## src/core/dcsc_defs.vh

```
// register map, field layout, reset values and timing for the dc servo control block
`ifndef DCSC_DEFS_VH
`define DCSC_DEFS_VH

// -----------------------------------------------------------------
// register indices (byte address is four times the index)
// -----------------------------------------------------------------
`define DCSC_IDX_ENABLE   7'h43
`define DCSC_IDX_TRIGGER  7'h44
`define DCSC_IDX_INTERVAL 7'h45
`define DCSC_IDX_CNT_LINE 7'h47
`define DCSC_IDX_CNT_HP   7'h48
`define DCSC_IDX_DONE     7'h4D
`define DCSC_IDX_IRQ_STAT 7'h50
`define DCSC_IDX_IRQ_MASK 7'h51

// -----------------------------------------------------------------
// field positions
// -----------------------------------------------------------------
`define DCSC_TRIG_SINGLE_LSB  12
`define DCSC_TRIG_SERIES_LSB  8
`define DCSC_TRIG_POWERUP_LSB 4
`define DCSC_TRIG_SWOFS_LSB   0
`define DCSC_IVL_LINE_LSB     8
`define DCSC_IVL_HP_LSB       0
`define DCSC_DONE_LSB         8

// -----------------------------------------------------------------
// reset values
// -----------------------------------------------------------------
`define DCSC_RST_ENABLE   4'h0
`define DCSC_RST_INTERVAL 16'h0AAA
`define DCSC_RST_COUNT    7'h2A
`define DCSC_RST_MASK     4'h0

// -----------------------------------------------------------------
// correction modes driven to the analogue servo
// -----------------------------------------------------------------
`define DCSC_MODE_PERIODIC 3'h0
`define DCSC_MODE_SINGLE   3'h1
`define DCSC_MODE_SERIES   3'h2
`define DCSC_MODE_POWERUP  3'h3
`define DCSC_MODE_SWOFS    3'h4

// -----------------------------------------------------------------
// timing: base periodic step and clock period
// -----------------------------------------------------------------
`define DCSC_STEP_NS  256000000
`define DCSC_CLK_NS   5
`define DCSC_STEP_CYC (`DCSC_STEP_NS / `DCSC_CLK_NS)

`define DCSC_RESP_OKAY   2'h0
`define DCSC_RESP_SLVERR 2'h2

`endif

```

## src/core/dcsc_top.v

```verilog
// dc offset servo control registers with axi4-lite slave and correction sequencer
`timescale 1ns/10ps
`include "dcsc_defs.vh"

module dcsc_top #(
   parameter        ADDR_W    = 9,
   parameter [31:0] STEP_CYC  = `DCSC_STEP_CYC
) (
   // clock and reset
   input  wire              aclk,
   input  wire              aresetn,
   // axi4-lite write address and data
   input  wire [ADDR_W-1:0] s_axi_awaddr,
   input  wire              s_axi_awvalid,
   output reg               s_axi_awready,
   input  wire [31:0]       s_axi_wdata,
   input  wire [3:0]        s_axi_wstrb,
   input  wire              s_axi_wvalid,
   output reg               s_axi_wready,
   // axi4-lite write response
   output reg  [1:0]        s_axi_bresp,
   output reg               s_axi_bvalid,
   input  wire              s_axi_bready,
   // axi4-lite read
   input  wire [ADDR_W-1:0] s_axi_araddr,
   input  wire              s_axi_arvalid,
   output reg               s_axi_arready,
   output reg  [31:0]       s_axi_rdata,
   output reg  [1:0]        s_axi_rresp,
   output reg               s_axi_rvalid,
   input  wire              s_axi_rready,
   // analogue servo side
   output reg  [3:0]        servo_en,
   output reg  [3:0]        corr_start,
   output reg  [11:0]       corr_mode,
   input  wire [3:0]        corr_done,
   // interrupt
   output reg               irq
);

   // -----------------------------------------------------------------
   // register state
   // -----------------------------------------------------------------
   reg [15:0]       trig_q;
   reg [3:0]        ivl_line_q;
   reg [3:0]        ivl_hp_q;
   reg [1:0]        ivl_spare_q;
   reg [6:0]        cnt_line_q;
   reg [6:0]        cnt_hp_q;
   reg [3:0]        done_q;
   reg [3:0]        stat_q;
   reg [3:0]        mask_q;

   // write channel capture
   reg              aw_held_q;
   reg              w_held_q;
   reg [6:0]        aw_idx_q;
   reg [15:0]       w_data_q;
   reg [1:0]        w_strb_q;

   // -----------------------------------------------------------------
   // decode helpers
   // -----------------------------------------------------------------
   // register index from a byte address
   function [6:0] dcsc_index;
      input [ADDR_W-1:0] addr;
      begin
         dcsc_index = addr[8:2];
      end
   endfunction

   // true when the index names a mapped register
   function dcsc_mapped;
      input [6:0] idx;
      begin
         case (idx)
            `DCSC_IDX_ENABLE, `DCSC_IDX_TRIGGER, `DCSC_IDX_INTERVAL,
            `DCSC_IDX_CNT_LINE, `DCSC_IDX_CNT_HP, `DCSC_IDX_DONE,
            `DCSC_IDX_IRQ_STAT, `DCSC_IDX_IRQ_MASK: dcsc_mapped = 1'b1;
            default: dcsc_mapped = 1'b0;
         endcase
      end
   endfunction

   // -----------------------------------------------------------------
   // axi write path
   // -----------------------------------------------------------------
   wire        do_wr    = aw_held_q & w_held_q & ~s_axi_bvalid;
   wire        wr_ena   = do_wr & (aw_idx_q == `DCSC_IDX_ENABLE);
   wire        wr_trig  = do_wr & (aw_idx_q == `DCSC_IDX_TRIGGER);
   wire        wr_ivl   = do_wr & (aw_idx_q == `DCSC_IDX_INTERVAL);
   wire        wr_cl    = do_wr & (aw_idx_q == `DCSC_IDX_CNT_LINE);
   wire        wr_ch    = do_wr & (aw_idx_q == `DCSC_IDX_CNT_HP);
   wire        wr_mask  = do_wr & (aw_idx_q == `DCSC_IDX_IRQ_MASK);
   // trigger bits only count where their byte lane was written
   wire [15:0] trig_wr  = {{8{wr_trig & w_strb_q[1]}}, {8{wr_trig & w_strb_q[0]}}}
                          & w_data_q;

   // address and data are taken in either order, one write at a time
   always @(posedge aclk) begin
      if (!aresetn) begin
         s_axi_awready <= 1'b0;
         s_axi_wready  <= 1'b0;
         s_axi_bvalid  <= 1'b0;
         s_axi_bresp   <= `DCSC_RESP_OKAY;
         aw_held_q     <= 1'b0;
         w_held_q      <= 1'b0;
         aw_idx_q      <= 7'h00;
         w_data_q      <= 16'h0000;
         w_strb_q      <= 2'h0;
      end else begin
         s_axi_awready <= ~aw_held_q & ~s_axi_awready & ~s_axi_bvalid;
         s_axi_wready  <= ~w_held_q & ~s_axi_wready & ~s_axi_bvalid;
         if (s_axi_awvalid & s_axi_awready) begin
            aw_held_q     <= 1'b1;
            aw_idx_q      <= dcsc_index(s_axi_awaddr);
            s_axi_awready <= 1'b0;
         end
         if (s_axi_wvalid & s_axi_wready) begin
            w_held_q     <= 1'b1;
            w_data_q     <= s_axi_wdata[15:0];
            w_strb_q     <= s_axi_wstrb[1:0];
            s_axi_wready <= 1'b0;
         end
         if (do_wr) begin
            aw_held_q    <= 1'b0;
            w_held_q     <= 1'b0;
            s_axi_bvalid <= 1'b1;
            s_axi_bresp  <= dcsc_mapped(aw_idx_q) ? `DCSC_RESP_OKAY : `DCSC_RESP_SLVERR;
         end else if (s_axi_bvalid & s_axi_bready) begin
            s_axi_bvalid <= 1'b0;
         end
      end
   end

   // -----------------------------------------------------------------
   // configuration registers
   // -----------------------------------------------------------------
   // reset image of the interval word, sliced per field so no bits are dropped
   wire [15:0] ivl_rst = `DCSC_RST_INTERVAL;

   always @(posedge aclk) begin
      if (!aresetn) begin
         servo_en    <= `DCSC_RST_ENABLE;
         ivl_line_q  <= ivl_rst[`DCSC_IVL_LINE_LSB +: 4];
         ivl_hp_q    <= ivl_rst[`DCSC_IVL_HP_LSB +: 4];
         ivl_spare_q <= 2'h3;
         cnt_line_q  <= `DCSC_RST_COUNT;
         cnt_hp_q    <= `DCSC_RST_COUNT;
         mask_q      <= `DCSC_RST_MASK;
      end else begin
         if (wr_ena & w_strb_q[0])
            servo_en <= w_data_q[3:0];
         if (wr_ivl & w_strb_q[1])
            ivl_line_q <= w_data_q[`DCSC_IVL_LINE_LSB +: 4];
         if (wr_ivl & w_strb_q[0]) begin
            ivl_hp_q    <= w_data_q[`DCSC_IVL_HP_LSB +: 4];
            ivl_spare_q <= {w_data_q[7], w_data_q[5]};
         end
         if (wr_cl & w_strb_q[0])
            cnt_line_q <= w_data_q[6:0];
         if (wr_ch & w_strb_q[0])
            cnt_hp_q <= w_data_q[6:0];
         if (wr_mask & w_strb_q[0])
            mask_q <= w_data_q[3:0];
      end
   end

   // -----------------------------------------------------------------
   // periodic timers: one 0.256 s step shared, one exponent counter per pair
   // -----------------------------------------------------------------
   reg  [31:0] step_q;
   reg  [15:0] tcnt_q [0:1];
   reg  [1:0]  hit_q;
   wire        step   = (step_q == STEP_CYC - 32'd1);
   wire [3:0]  ivl [0:1];
   assign ivl[0] = ivl_hp_q;
   assign ivl[1] = ivl_line_q;

   // a long count is split so the exponent counter stays 16 bits wide
   always @(posedge aclk) begin
      if (!aresetn)
         step_q <= 32'h00000000;
      else
         step_q <= step ? 32'h00000000 : step_q + 32'd1;
   end

   genvar p;
   generate
      for (p = 0; p < 2; p = p + 1) begin : g_pair
         wire [15:0] period = 16'h0001 << ivl[p];
         // zero code switches the pair's periodic updates off
         always @(posedge aclk) begin
            if (!aresetn) begin
               tcnt_q[p] <= 16'h0000;
               hit_q[p]  <= 1'b0;
            end else begin
               hit_q[p] <= 1'b0;
               if (ivl[p] == 4'h0) begin
                  tcnt_q[p] <= 16'h0000;
               end else if (step) begin
                  if (tcnt_q[p] >= period - 16'h0001) begin
                     tcnt_q[p] <= 16'h0000;
                     hit_q[p]  <= 1'b1;
                  end else begin
                     tcnt_q[p] <= tcnt_q[p] + 16'h0001;
                  end
               end
            end
         end
      end
   endgenerate

   // -----------------------------------------------------------------
   // per-channel correction sequencer
   // -----------------------------------------------------------------
   localparam ST_IDLE = 1'b0;
   localparam ST_WAIT = 1'b1;

   reg  [3:0]  st_q;
   reg  [3:0]  pend_q;
   reg  [7:0]  left_q [0:3];
   wire [3:0]  fin;

   genvar i;
   generate
      for (i = 0; i < 4; i = i + 1) begin : g_ch
         // channels 2 and 3 are the line pair, 0 and 1 the headphone pair
         wire [6:0] cnt  = (i >= 2) ? cnt_line_q : cnt_hp_q;
         wire       hit  = hit_q[i / 2];
         wire       t_su = trig_wr[`DCSC_TRIG_POWERUP_LSB + i];
         wire       t_dw = trig_wr[`DCSC_TRIG_SWOFS_LSB + i];
         wire       t_se = trig_wr[`DCSC_TRIG_SERIES_LSB + i];
         wire       t_si = trig_wr[`DCSC_TRIG_SINGLE_LSB + i];
         wire       go   = t_su | t_dw | t_se | t_si;
         // enable as it stands after this edge, so a disable never races a launch
         wire       en_nx = (wr_ena & w_strb_q[0]) ? w_data_q[i] : servo_en[i];
         assign fin[i] = (st_q[i] == ST_WAIT) & en_nx & corr_done[i] & (left_q[i] == 8'h00);

         // launch priority: power-up, software offset, series, single, periodic
         always @(posedge aclk) begin
            if (!aresetn) begin
               st_q[i]                 <= ST_IDLE;
               left_q[i]               <= 8'h00;
               pend_q[i]               <= 1'b0;
               corr_start[i]           <= 1'b0;
               corr_mode[3*i +: 3]     <= `DCSC_MODE_PERIODIC;
               trig_q[12 + i]          <= 1'b0;
               trig_q[8 + i]           <= 1'b0;
               trig_q[4 + i]           <= 1'b0;
               trig_q[i]               <= 1'b0;
               done_q[i]               <= 1'b0;
            end else begin
               corr_start[i] <= 1'b0;
               if (hit & en_nx)
                  pend_q[i] <= 1'b1;
               case (st_q[i])
                  ST_IDLE: begin
                     left_q[i] <= 8'h00;
                     if (en_nx & go) begin
                        st_q[i]       <= ST_WAIT;
                        corr_start[i] <= 1'b1;
                        if (t_su) begin
                           corr_mode[3*i +: 3] <= `DCSC_MODE_POWERUP;
                           trig_q[4 + i]       <= 1'b1;
                           done_q[i]           <= 1'b0;
                        end else if (t_dw) begin
                           corr_mode[3*i +: 3] <= `DCSC_MODE_SWOFS;
                           trig_q[i]           <= 1'b1;
                           done_q[i]           <= 1'b0;
                        end else if (t_se) begin
                           corr_mode[3*i +: 3] <= `DCSC_MODE_SERIES;
                           trig_q[8 + i]       <= 1'b1;
                           left_q[i]           <= {1'b0, cnt};
                        end else begin
                           corr_mode[3*i +: 3] <= `DCSC_MODE_SINGLE;
                           trig_q[12 + i]      <= 1'b1;
                        end
                     end else if (en_nx & pend_q[i]) begin
                        st_q[i]             <= ST_WAIT;
                        corr_start[i]       <= 1'b1;
                        pend_q[i]           <= 1'b0;
                        corr_mode[3*i +: 3] <= `DCSC_MODE_PERIODIC;
                     end
                  end
                  ST_WAIT: begin
                     if (!en_nx) begin
                        // disabling a channel abandons its correction
                        st_q[i]        <= ST_IDLE;
                        trig_q[12 + i] <= 1'b0;
                        trig_q[8 + i]  <= 1'b0;
                        trig_q[4 + i]  <= 1'b0;
                        trig_q[i]      <= 1'b0;
                     end else if (corr_done[i]) begin
                        if (left_q[i] != 8'h00) begin
                           left_q[i]     <= left_q[i] - 8'h01;
                           corr_start[i] <= 1'b1;
                        end else begin
                           st_q[i]        <= ST_IDLE;
                           trig_q[12 + i] <= 1'b0;
                           trig_q[8 + i]  <= 1'b0;
                           trig_q[4 + i]  <= 1'b0;
                           trig_q[i]      <= 1'b0;
                           if (trig_q[4 + i] | trig_q[i])
                              done_q[i] <= 1'b1;
                        end
                     end
                  end
                  default: st_q[i] <= ST_IDLE;
               endcase
            end
         end
      end
   endgenerate

   // -----------------------------------------------------------------
   // interrupt status: finish events are sticky, a read clears them
   // -----------------------------------------------------------------
   wire rd_go   = s_axi_arvalid & s_axi_arready;
   wire [6:0] rd_idx = dcsc_index(s_axi_araddr);
   wire rd_stat = rd_go & (rd_idx == `DCSC_IDX_IRQ_STAT);

   // a finish in the clearing cycle survives the clear
   always @(posedge aclk) begin
      if (!aresetn) begin
         stat_q <= 4'h0;
         irq    <= 1'b0;
      end else begin
         stat_q <= (rd_stat ? 4'h0 : stat_q) | fin;
         irq    <= |(((rd_stat ? 4'h0 : stat_q) | fin) & mask_q);
      end
   end

   // -----------------------------------------------------------------
   // axi read path
   // -----------------------------------------------------------------
   reg [15:0] rd_val;

   // read mux; unmapped indices read zero
   always @* begin
      case (rd_idx)
         `DCSC_IDX_ENABLE:   rd_val = {12'h000, servo_en};
         // a running software offset also lights its series bit
         `DCSC_IDX_TRIGGER:  rd_val = {trig_q[15:12], trig_q[11:8] | trig_q[3:0],
                                       trig_q[7:0]};
         `DCSC_IDX_INTERVAL: rd_val = {4'h0, ivl_line_q, ivl_spare_q[1], 1'b0,
                                       ivl_spare_q[0], 1'b0, ivl_hp_q};
         `DCSC_IDX_CNT_LINE: rd_val = {9'h000, cnt_line_q};
         `DCSC_IDX_CNT_HP:   rd_val = {9'h000, cnt_hp_q};
         `DCSC_IDX_DONE:     rd_val = {4'h0, done_q, 8'h00};
         `DCSC_IDX_IRQ_STAT: rd_val = {12'h000, stat_q};
         `DCSC_IDX_IRQ_MASK: rd_val = {12'h000, mask_q};
         default:            rd_val = 16'h0000;
      endcase
   end

   // one read at a time; data answers the cycle after the address is taken
   always @(posedge aclk) begin
      if (!aresetn) begin
         s_axi_arready <= 1'b0;
         s_axi_rvalid  <= 1'b0;
         s_axi_rdata   <= 32'h00000000;
         s_axi_rresp   <= `DCSC_RESP_OKAY;
      end else begin
         s_axi_arready <= ~s_axi_arready & ~s_axi_rvalid & ~rd_go;
         if (rd_go) begin
            s_axi_arready <= 1'b0;
            s_axi_rvalid  <= 1'b1;
            s_axi_rdata   <= {16'h0000, rd_val};
            s_axi_rresp   <= dcsc_mapped(rd_idx) ? `DCSC_RESP_OKAY : `DCSC_RESP_SLVERR;
         end else if (s_axi_rvalid & s_axi_rready) begin
            s_axi_rvalid <= 1'b0;
         end
      end
   end

endmodule

```

## config.mk

```make
export PLATFORM = sky130hd
export DESIGN_NAME = dcsc_top
export DESIGN_NICKNAME = d
export VERILOG_FILES = /design/src/core/dcsc_top.v
export VERILOG_INCLUDE_DIRS = /design/src /design/src/core
export SDC_FILE = /design/constraint.sdc
export NUM_CORES = 1
export LEC_CHECK = 0
export BUFFER_PORTS_ARGS = -buffer_cell sky130_fd_sc_hd__buf_2
export CAP_MARGIN = 40
export CORE_UTILIZATION = 45
export CTS_CLUSTER_DIAMETER = 80
export CTS_CLUSTER_SIZE = 10
export DETAILED_ROUTE_END_ITERATION = 8
export HOLD_SLACK_MARGIN = 0.06
export PLACE_DENSITY = 0.66
export SKIP_CTS_REPAIR_TIMING = 1
export SYNTH_ARGS = -nofsm -noshare
export SYNTH_HDL_FRONTEND = slang
export SYNTH_SLANG_ARGS = --single-unit
```

## constraint.sdc

```tcl
create_clock -name aclk -period 4.6 [get_ports aclk]
set_clock_uncertainty 0.2 [all_clocks]
set_input_delay 0.23 -clock aclk [delete_from_list [all_inputs] [get_ports aclk]]
set_output_delay 0.23 -clock aclk [all_outputs]
set_load 0.01 [all_outputs]
```

== Yosys cells after proc, flatten, opt, wreduce, memory -nomap -nowiden ==
Memories as Yosys holds them, arrays and structs flattened.
Cells that the tools add are included.
Word-level totals
  register bits after elaboration: 167
  memory bits (writable): 64
  output and inout port bits: 62
  memory bits (read-only): 0
  logic and storage cells: 599
  latch bits: 0
  memories kept: 2
  bits of input ports: 65
Cells by class
  bitwise logic cells: 103
  magnitude comparators: 2
  divide/modulo/power cells: 0
  multiply operators: 0
  eq/ne operators: 73
  muxes and demuxes: 299
  reduce and logical (&&, ||, !) cells: 48
  shift operators: 2
  add/sub/neg operators: 9
Memories
  left_q: depth 4, bits a word 8, read ports 4, clocked after Yosys merged registers in 0, write ports 4, RTL line dcsc_top.v:222  | reg [7:0] left_q [0:3];
  tcnt_q: depth 2, bits a word 16, read ports 2, clocked after Yosys merged registers in 0, write ports 2, RTL line dcsc_top.v:173  | reg [15:0] tcnt_q [0:1];
Operator list (count)
  two-way mux 1 bit: 229
  case mux 16 bit (8 select lines): 1
  equality test 7 bit (second input constant): 16
  two-way mux 16 bit: 6
  two-way mux 8 bit: 12
  inequality test 2 bit (second input constant): 36
  AND reduction 6 bit: 12
  case mux 1 bit (2 select lines): 28
  AND 1 bit: 52
  two-way mux 3 bit: 16
  inequality test 3 bit (second input constant): 12
  OR 1 bit: 34
  adder 16 x 1 -> 16 bit (second input constant): 2
  adder 32 x 1 -> 32 bit (second input constant): 1
  equality test 32 x 26 -> 1 bit (second input constant): 1
  >= comparator 16 bit: 2
  logical NOT 8 bit: 4
  nonzero test 8 bit: 4
  << shifter 1 x 4 -> 16 bit (first input constant): 2
  subtractor 16 x 1 -> 16 bit (second input constant): 2
  subtractor 8 x 1 -> 8 bit (second input constant): 4
  AND reduction 5 bit: 4
  AND 16 bit: 1
  inequality test 2 x 1 -> 1 bit (second input constant): 8
  other kinds (12): 47

== Logic depth before layout (Yosys ltp) ==
Gate-level depths: netlist of run 1.
  word-level depth: 15
  depth in mapped cells: 14
  mapped depth without buffers: 13

== Least setup slack after synthesis of run 1 ==
No wires, ideal clock.
  path kind: register to register
  start point: reg ivl_hp_q[0]
  end point: mem tcnt_q[0][10] (data pin)
  data required time: 4.130 ns
  library setup time: 0.270 ns
  slack: 0.768 ns
  stages on the path, launching flop included: 15
  arrival time: 3.363 ns
  buffers on the path: 1
  period minus slack after synthesis: 3.832 ns
  path through: dfxtp_1 > or2_2 > or3_1 > ha_1 > or2_2 > o21ai_0 > a22o_1 > a21oi_1 > ha_1 > and4_1 > nand4_1 > o21bai_1 > o211ai_1 > clkbuf_1 > nor3_1
RTL lines
  start: declaration: RTL line dcsc_top.v:46  | reg [3:0] ivl_hp_q;
  start signal: assignment: RTL line dcsc_top.v:146  | ivl_hp_q <= ivl_rst[`DCSC_IVL_HP_LSB +: 4];
  start signal: assignment: RTL line dcsc_top.v:157  | ivl_hp_q <= w_data_q[`DCSC_IVL_HP_LSB +: 4];
  end: declaration: RTL line dcsc_top.v:173

==> flow_summary.json, run 1 <==
{
  "outcome": "finished, final reports clean",
  "initial_utilization_pct": 46.0,
  "critical_path_class": "register to register",
  "final_hold_viol_count": 0,
  "cts.clk_slew.worst_paths_ns": 0.06,
  "r2r_start": "ivl_hp_q[1]",
  "ios": 127,
  "min_to": "s_axi_rdata[4]",
  "max_stage_delay_ns": 0.41,
  "cts-root-buf": "clkbuf_16",
  "cts_tree": "yes",
  "crit_fanout": 17,
  "yosys.area_share.xor_xnor_pct": 6.14,
  "synth_warnings": 0,
  "ff2ff_setup_slack_ns": 0.68,
  "avgSynthCellArea_um2": 8.97,
  "p_leak_nw": 5.29,
  "layout-drive-gt1-share_pct": 10.6,
  "hold_path_depth": 3,
  "layout.nets": 1547,
  "reg2reg_depth": 14,
  "cts_made_buffers": 26,
  "crit_chain": "or2_2, or3_1, ha_1, or2_2, o21ai_0, a22o_1, a21oi_1, ha_1, and4_1, nand4_1, o21bai_1, o211ai_1, buf_4, nor3_1",
  "syn-instance-count": 1335,
  "clock_latency_ns": 0.54,
  "ys_types": 72,
  "ys_seq_area_share_pct": 43.6,
  "cp_slowest_cell": "dfxtp_1",
  "clockBufferDepth": 3,
  "setup_viol": 0,
  "die_x_um": 165,
  "rsz0062_at_grt": "no",
  "rr_endpoint": "tcnt_q[0][14]",
  "p_clk_share_pct": 43.1,
  "synth_adder_area_share_pct": 4.70,
  "cellPowerDensity_nw_per_um2": 311,
  "power_frac_comb_pct": 6.1,
  "drt_iter0_drc": 877,
  "drv_cap": 0,
  "holdWs_ns": 0.0490,
  "fmax_ghz": 0.255,
  "wl_um": 31100,
  "vias": 10100,
  "vdd_ir_drop_max_uv": 247,
  "fin_crit_sh_pct": 85.1,
  "synthMuxAreaShare_pct": 4.62,
  "ys_ff_latch": 229,
  "finalCoreUtilization_pct": 52.6,
  "grt_first_pass_wirelength_um": 48900,
  "worstSetupEndpointType": "register",
  "post_dp_cell_area_um2": 12600,
  "diodes": 0,
  "cp.required_ns": 4.65,
  "start_kind": "register",
  "sw_frac_of_total_pct": 23.6,
  "synth_ff_type": "dfxtp_1",
  "min_path_type": "primary input to register",
  "crit_arrival_ns": 3.96,
  "portBuffers": 86,
  "antenna_found_initial": 1,
  "grt_pass1_vias": 9185,
  "grt_max_degree": 47,
  "drc_errors": 0,
  "final_area_um2": 13700,
  "tns_ns": 0,
  "overflow": 0,
  "min_from": "s_axi_araddr[2]",
  "drt-pass1-iter-count": 5,
  "synth_edf_count": 64,
  "synth_top_family_by_area": "simple AND/OR/NAND/NOR gates",
  "pwr-share-seq_pct": 50.8,
  "die-height_um": 165,
  "via_per_inst": 5.66,
  "place_congestion": 0.865,
  "period_minus_slack_ns": 3.92,
  "rows": 59,
  "grt_use_total_pct": 22.7,
  "htreeDepth": 1,
  "p_switching_w": 0.00101,
  "clock-sinks": 229,
  "slew_viol_final": 0,
  "ant_nets": 0,
  "dieArea_um2": 27300,
  "synth_compound_area_share_pct": 13.9,
  "synthSimpleGateAreaFrac_pct": 22.3,
  "async_flop_share_pct": 0,
  "core_um2": 26100,
  "syn_to_final_growth_pct": 14.4,
  "wire_per_inst_um": 17.4,
  "synthesis.area_um2": 12000,
  "place_hpwl_um": 22000,
  "worst_slew_pin_slew_ns": 0.842,
  "slew_headroom_pct": 43.1,
  "intPower_w": 0.00326
}
## kinds of logic (layout without fill, tap and decap cells)
logic type               Yosys count  after routing
AO/OA/AOI/OAI                    262            262
XOR/XNOR                          84             84
adder cells (fa/ha/maj)           45             45
buffers and inverters            120            217
flip-flops                       229            229
multiplexers                      49             49
other                              2             20
AND/OR/NAND/NOR                  544            544
## metrics by stage
stage / power (W) / setup WS (ns) / std cells
finish: 0.00426 / 0.685 / 1785
global route: 0.00442 / 0.477 / 1785
CTS: 0.00428 / 0.690 / 1744
detailed placement: 0.00244 / 0.709 / 1703
global placement: 0.00243 / 0.829 / 1702
floorplan: 0.00236 / 0.768 / 1353
## registers in the layout, indices dropped and copies added (netlist names), 7 cells and up
| signal | count |
|---|---|
| trig_q | 16 |
| w_data_q | 16 |
| cnt_line_q | 7 |
| s_axi_rdata | 16 |
| corr_mode | 12 |
| tcnt_q | 32 |
| left_q | 32 |
| cnt_hp_q | 7 |
| step_q | 32 |
| aw_idx_q | 7 |
## critical path: cells and delay by family, from the launching register on
kind,cells,cell delay (ns)
and+or+nand+nor,6,1.45
AOI/OAI and AO/OA,5,0.70
adders and majority gates,2,0.60
DFF,1,0.41
buffers and inverters,1,0.25
## cells in the mapped netlist (36+ instances only)
master,number,share of area (%)
inv_1,36,1.1
nor3_1,55,2.3
a21oi_1,95,4.0
nand3_1,56,2.3
ha_1,45,4.7
xnor2_1,49,3.6
o21ai_0,51,2.1
clkbuf_1,47,1.5
nor2_1,135,4.2
nand2_1,148,4.6
mux2i_1,38,3.2
dfxtp_1,165,28
edfxtp_1,64,16
## placed cells by master (no fill, tap or decap), drive strengths merged, types with 6 or more instances in the layout
cell	Yosys	layout
nor4	15	15
and4	12	12
a311oi	6	6
buf	35	98
o2bb2ai	23	23
o22a	6	6
nor3	57	57
nand3	56	56
nor2b	10	10
or4	6	6
o211ai	7	7
nor2	136	136
a22oi	12	12
xnor2	49	49
or3	7	7
a21o	16	16
nand2b	14	14
nand2	148	148
a31oi	7	7
mux2	7	7
clkbuf	48	40
a21oi	95	95
mux2i	42	42
nor4b	6	6
o21ai	53	53
or2	6	6
nor3b	9	9
dlygate4sd3	0	41
and3	12	12
dfxtp	165	165
edfxtp	64	64
xor2	35	35
a32oi	6	6
inv	36	37
o21a	6	6
and2	13	13
ha	45	45
nand4	19	19
nand3b	7	7
conb	2	20
## worst max path at each step
stage	end	depth (start not counted)	startpoint	slack (ns)
6_report	tcnt_q[0][14]	14	ivl_hp_q[1]	0.68
5_1_grt	tcnt_q[0][10]	14	ivl_hp_q[1]	0.48
4_1_cts	tcnt_q[0][11]	14	ivl_hp_q[1]	0.69
3_5_place_dp	tcnt_q[0][14]	14	ivl_hp_q[1]	0.71
3_3_place_gp	tcnt_q[0][11]	14	ivl_hp_q[1]	0.83
2_1_floorplan	tcnt_q[0][10]	14	ivl_hp_q[0]	0.77
## final cells by class
type | count | area, µm²
sequential | 229 | 5230
timing repair buffer | 139 | 931
fill | 2428 | 12400
tap | 335 | 419
clock inverter | 1 | 16.3
clock buffer | 40 | 703
multi-input combinational | 1004 | 6270
inverter | 37 | 139
## layer usage
layer  vias to the layer above  global-route usage [%]  share of wire (%)
met5                         -                       0              0.042
met2                       324                    36.6                 45
li1                       4952                       -                  -
met4                         2                    5.75                2.4
met3                        49                    4.02                6.8
met1                      4780                    31.4                 46
## power groups by stage
stage	sequential, W	combinational, W	clock [W]
2_1_floorplan	0.00218	0.000172	0
3_5_place_dp	0.00221	0.000233	0
3_3_place_gp	0.00220	0.000227	0
5_1_grt	0.00217	0.000290	0.00196
6_report	0.00216	0.000260	0.00184
4_1_cts	0.00216	0.000234	0.00188
Note: power is estimated with default switching activity, not from simulation.
==> run 2, diff against run 1 <==
Settings changed: CORE_UTILIZATION 45 to 35, PLACE_DENSITY 0.66 to 0.54.
==> run 2 against run 1 <==
  * Global-route usage decreased by 4.4 points
  * Combinational power hardly changed
  * Utilization fell by 11 points
  * Non-clock buffer count did not move
  * Sequential power barely moved
  * First-iteration DRC count shrank 14%
  * Critical path depth is the same
  * Setup slack about the same
==> flow_summary.json, run 2 (synthesis gave the netlist of run 1 again) <==
{
  "outcome": "finished, final reports clean",
  "layout.cells.non_filler": 1899,
  "die-height_um": 187,
  "slew_viol_final": 0,
  "clock-sinks": 229,
  "crit_arrival_ns": 3.96,
  "worst_slew_pin_slew_ns": 0.914,
  "final_hold_viol_count": 0,
  "antenna_found_initial": 0,
  "drv_cap": 0,
  "drc_errors": 0,
  "layout-drive-gt1-share_pct": 10.5,
  "post_dp_cell_area_um2": 12700,
  "via_per_inst": 5.30,
  "final_area_um2": 13800,
  "layout.nets": 1547,
  "min_path_type": "primary input to register",
  "critical_path_class": "register to register",
  "clockBufferDepth": 3,
  "grt_use_total_pct": 18.4,
  "dieArea_um2": 35000,
  "wl_um": 32900,
  "worstSetupEndpointType": "register",
  "dp.cells": 1816,
  "final_common_cell": "dfxtp_1",
  "portBuffers": 86,
  "ant_nets": 0,
  "overflow": 0,
  "ios": 127,
  "place_hpwl_um": 23300,
  "vdd_ir_drop_max_uv": 256,
  "drt-pass1-iter-count": 5,
  "layout_setup_ws_ns": 0.685,
  "cts.clk_slew.worst_paths_ns": 0.06,
  "tns_ns": 0,
  "setup_viol": 0,
  "die_x_um": 187,
  "cts_made_buffers": 26,
  "wire_per_inst_um": 17.3,
  "grt_max_degree": 63,
  "rsz0062_at_grt": "no",
  "cellPowerDensity_nw_per_um2": 310,
  "place_congestion": 0.812,
  "vias": 10100,
  "diodes": 0,
  "reg_top3": "left_q x32, step_q x32, tcnt_q x32",
  "start_kind": "register",
  "crit_fanout": 12,
  "period_minus_slack_ns": 3.92,
  "cts-root-buf": "clkbuf_16",
  "htreeDepth": 1,
  "core_um2": 33600,
  "holdWs_ns": 0.0194,
  "fin_crit_sh_pct": 85.1,
  "drt_iter0_drc": 752,
  "cp.required_ns": 4.65,
  "syn_to_final_growth_pct": 15.6,
  "clock_latency_ns": 0.54,
  "initial_utilization_pct": 35.6,
  "grt_pass1_vias": 9314,
  "slew_headroom_pct": 38.2,
  "final_cell_mix": "165 x dfxtp_1, 148 x nand2_1, 135 x nor2_1",
  "rows": 67,
  "pre_cts_slack_ns": 0.687,
  "cts_tree": "yes",
  "grt_first_pass_wirelength_um": 51900,
  "fmax_ghz": 0.255,
  "p_leak_nw": 5.29
}
-- run 2: final timing paths --
kind / from / cells after the start / to / slack (ns)
max reg2reg: ivl_hp_q[1] / 14 / tcnt_q[0][2] / 0.68
min reg2reg: s_axi_rvalid / 1 / s_axi_arready / 0.24
max: ivl_hp_q[1] / 14 / tcnt_q[0][2] / 0.68
min: s_axi_araddr[6] / 4 / s_axi_rresp[1] / 0.02
-- run 2: where the power goes --
part           leakage, nW  internal (W)  switching (W)
logic                 2.91      0.000110       0.000153
clock network        0.345       0.00104       0.000821
registers             2.03       0.00211      0.0000562
total                 5.29       0.00326        0.00103
-- run 2: cell type report --
class                           instances  area, µm²
Clock buffer                           41        707
Sequential cell                       229       5230
Multi-Input combinational cell       1004       6270
Clock inverter                          1       16.3
Timing Repair Buffer                  139        931
Inverter                               37        139
Fill cell                            3428      19800
Tap cell                              448        561
-- run 2: routing by layer --
| metal | vias up | GRT usage [%] | part of all wire (%) |
|---|---|---|---|
| li1 | 4957 | - | - |
| met1 | 4825 | 26.0 | 48 |
| met2 | 236 | 29.4 | 45 |
| met3 | 39 | 2.63 | 4.9 |
| met4 | 0 | 4.38 | 2.1 |
| met5 | - | 0 | 0 |
-- run 2: critical path: stages (launching register included) --
cell	delay (ns)
dfxtp_1	0.41
or2_2	0.36
or3_1	0.39
ha_1	0.29
or2_2	0.32
o21ai_0	0.16
a22o_1	0.16
a21oi_1	0.08
ha_1	0.31
and4_1	0.19
nand4_1	0.10
o21bai_1	0.16
o211ai_1	0.21
buf_4	0.22
nor3_1	0.07
-- run 2: stage by stage --
step           power, W  util, %
2_1_floorplan   0.00236        -
3_3_place_gp    0.00244     37.8
3_5_place_dp    0.00244     37.8
4_1_cts         0.00431     40.0
5_1_grt         0.00445     41.2
6_report        0.00429     41.2
==> run 3, diff against run 2 <==
Settings changed: CORE_UTILIZATION 35 to 40, PLACE_DENSITY 0.54 to 0.6, REMOVE_ABC_BUFFERS set to 1.
==> run 3 against run 2 <==
  * Combinational power hardly changed
  * Global-route usage is 1.7 points higher
  * Final area is 0.20% lower
  * Sequential cell count stayed put
  * Die area is 12% lower
  * Cell count is 3.4% lower
  * Setup slack better by 0.032 ns
  * Critical path type unchanged
==> flow_summary.json, run 3 (synthesis gave the netlist of run 1 again) <==
{
  "fmax_ghz": 0.257,
  "outcome": "finished, final reports clean",
  "final_cell_mix": "165 x dfxtp_1, 148 x nand2_1, 135 x nor2_1",
  "final_common_cell": "dfxtp_1",
  "slew_viol_final": 0,
  "p_leak_nw": 5.32,
  "crit_fanout": 12,
  "core_um2": 29100,
  "via_per_inst": 5.40,
  "grt_first_pass_wirelength_um": 49600,
  "drv_cap": 0,
  "cellPowerDensity_nw_per_um2": 313,
  "worst_slew_pin_slew_ns": 0.927,
  "crit_buf_inv": 1,
  "dp.cells": 1755,
  "dieArea_um2": 30600,
  "cp.required_ns": 4.65,
  "layout.nets": 1551,
  "cts_tree": "yes",
  "crit_chain": "or2_2, or3_1, ha_1, or2_2, o21ai_0, a22o_1, a21oi_1, ha_1, and4_1, nand4_1, o21bai_1, o211ai_1, buf_4, nor3_1",
  "initial_utilization_pct": 41.2,
  "htreeDepth": 1,
  "grt_max_degree": 49,
  "clock-sinks": 229,
  "diodes": 0,
  "cts_made_buffers": 27,
  "cts.clk_slew.worst_paths_ns": 0.06,
  "die-height_um": 175,
  "slew_headroom_pct": 37.6,
  "max_stage_delay_ns": 0.42,
  "drt_iter0_drc": 798,
  "drc_errors": 0,
  "wire_per_inst_um": 17.1,
  "place_congestion": 0.857,
  "critical_path_class": "register to register",
  "fillers": 2825,
  "antenna_found_initial": 0,
  "grt_pass1_vias": 9084,
  "place_hpwl_um": 22200,
  "cts-root-buf": "clkbuf_16",
  "layout.cells.non_filler": 1835,
  "fin_crit_sh_pct": 84.4,
  "wl_um": 31300,
  "clockBufferDepth": 3,
  "setup_viol": 0,
  "min_path_type": "primary input to register",
  "die_x_um": 175,
  "worstSetupEndpointType": "register",
  "rsz0062_at_grt": "no",
  "ios": 127,
  "clock_latency_ns": 0.53,
  "overflow": 0,
  "multi_input_area_um2": 6270,
  "tns_ns": 0,
  "finalPower_w": 0.00433,
  "cp_slowest_cell": "dfxtp_1",
  "crit_arrival_ns": 3.93,
  "drt-pass1-iter-count": 7,
  "rows": 62,
  "ant_nets": 0,
  "portBuffers": 86,
  "path_delay_family": "simple AND/OR/NAND/NOR gates",
  "holdWs_ns": 0.0367,
  "reg_top3": "left_q x32, step_q x32, tcnt_q x32",
  "start_kind": "register",
  "regArea_um2": 5230,
  "period_minus_slack_ns": 3.88,
  "vias": 9917,
  "syn_to_final_growth_pct": 15.4,
  "grt_use_total_pct": 20.1,
  "final_hold_viol_count": 0,
  "vdd_ir_drop_max_uv": 233,
  "layout-drive-gt1-share_pct": 11.0
}
[run 3: cell type report]
class	instances	share of cell area [%]
Multi-Input combinational cell	1004	45.4
Sequential cell	229	37.8
Timing Repair Buffer	142	6.91
Clock buffer	38	5.34
Tap cell	384	3.48
Inverter	37	1.01
Clock inverter	1	0.0634
[run 3: path summary, 6_finish.rpt]
kind                                 startpoint             end  slack, ns  cells after the start
worst min register to register   s_axi_rresp[1]  s_axi_rresp[1]       0.25                      2
worst min-delay path            s_axi_araddr[2]  s_axi_rdata[6]       0.04                      3
worst max register to register      ivl_hp_q[1]    tcnt_q[0][4]       0.72                     14
worst max-delay path                ivl_hp_q[1]    tcnt_q[0][4]       0.72                     14
[run 3: routing by layer]
metal	global-route usage [%]	part of all wire (%)
met5	0	0
met3	3.18	5.2
met2	30.9	45
met1	28.9	48
met4	5.62	2.1
[run 3: per-stage QoR]
stage,utilization [%],worst slack (ns),area (µm²)
floorplan,-,0.676,11600
global placement,43.4,0.777,12600
detailed placement,43.5,0.713,12700
CTS,46.1,0.705,13400
global route,47.5,0.453,13800
finish,47.5,0.716,13800
[run 3: worst register-to-register path: cells and delay by family (launching register included)]
kind            cells  cell delay (ns)
compound gates      5             0.75
fa+ha+maj           2             0.59
buf+inv             1             0.21
flops               1             0.42
simple gates        6             1.43
[run 3: report_power, final]
group          internal, W  switching [W]  total (W)
clock              0.00110       0.000803    0.00190
combinational     0.000110       0.000153   0.000264
sequential         0.00211      0.0000548    0.00216
total              0.00331        0.00101    0.00433
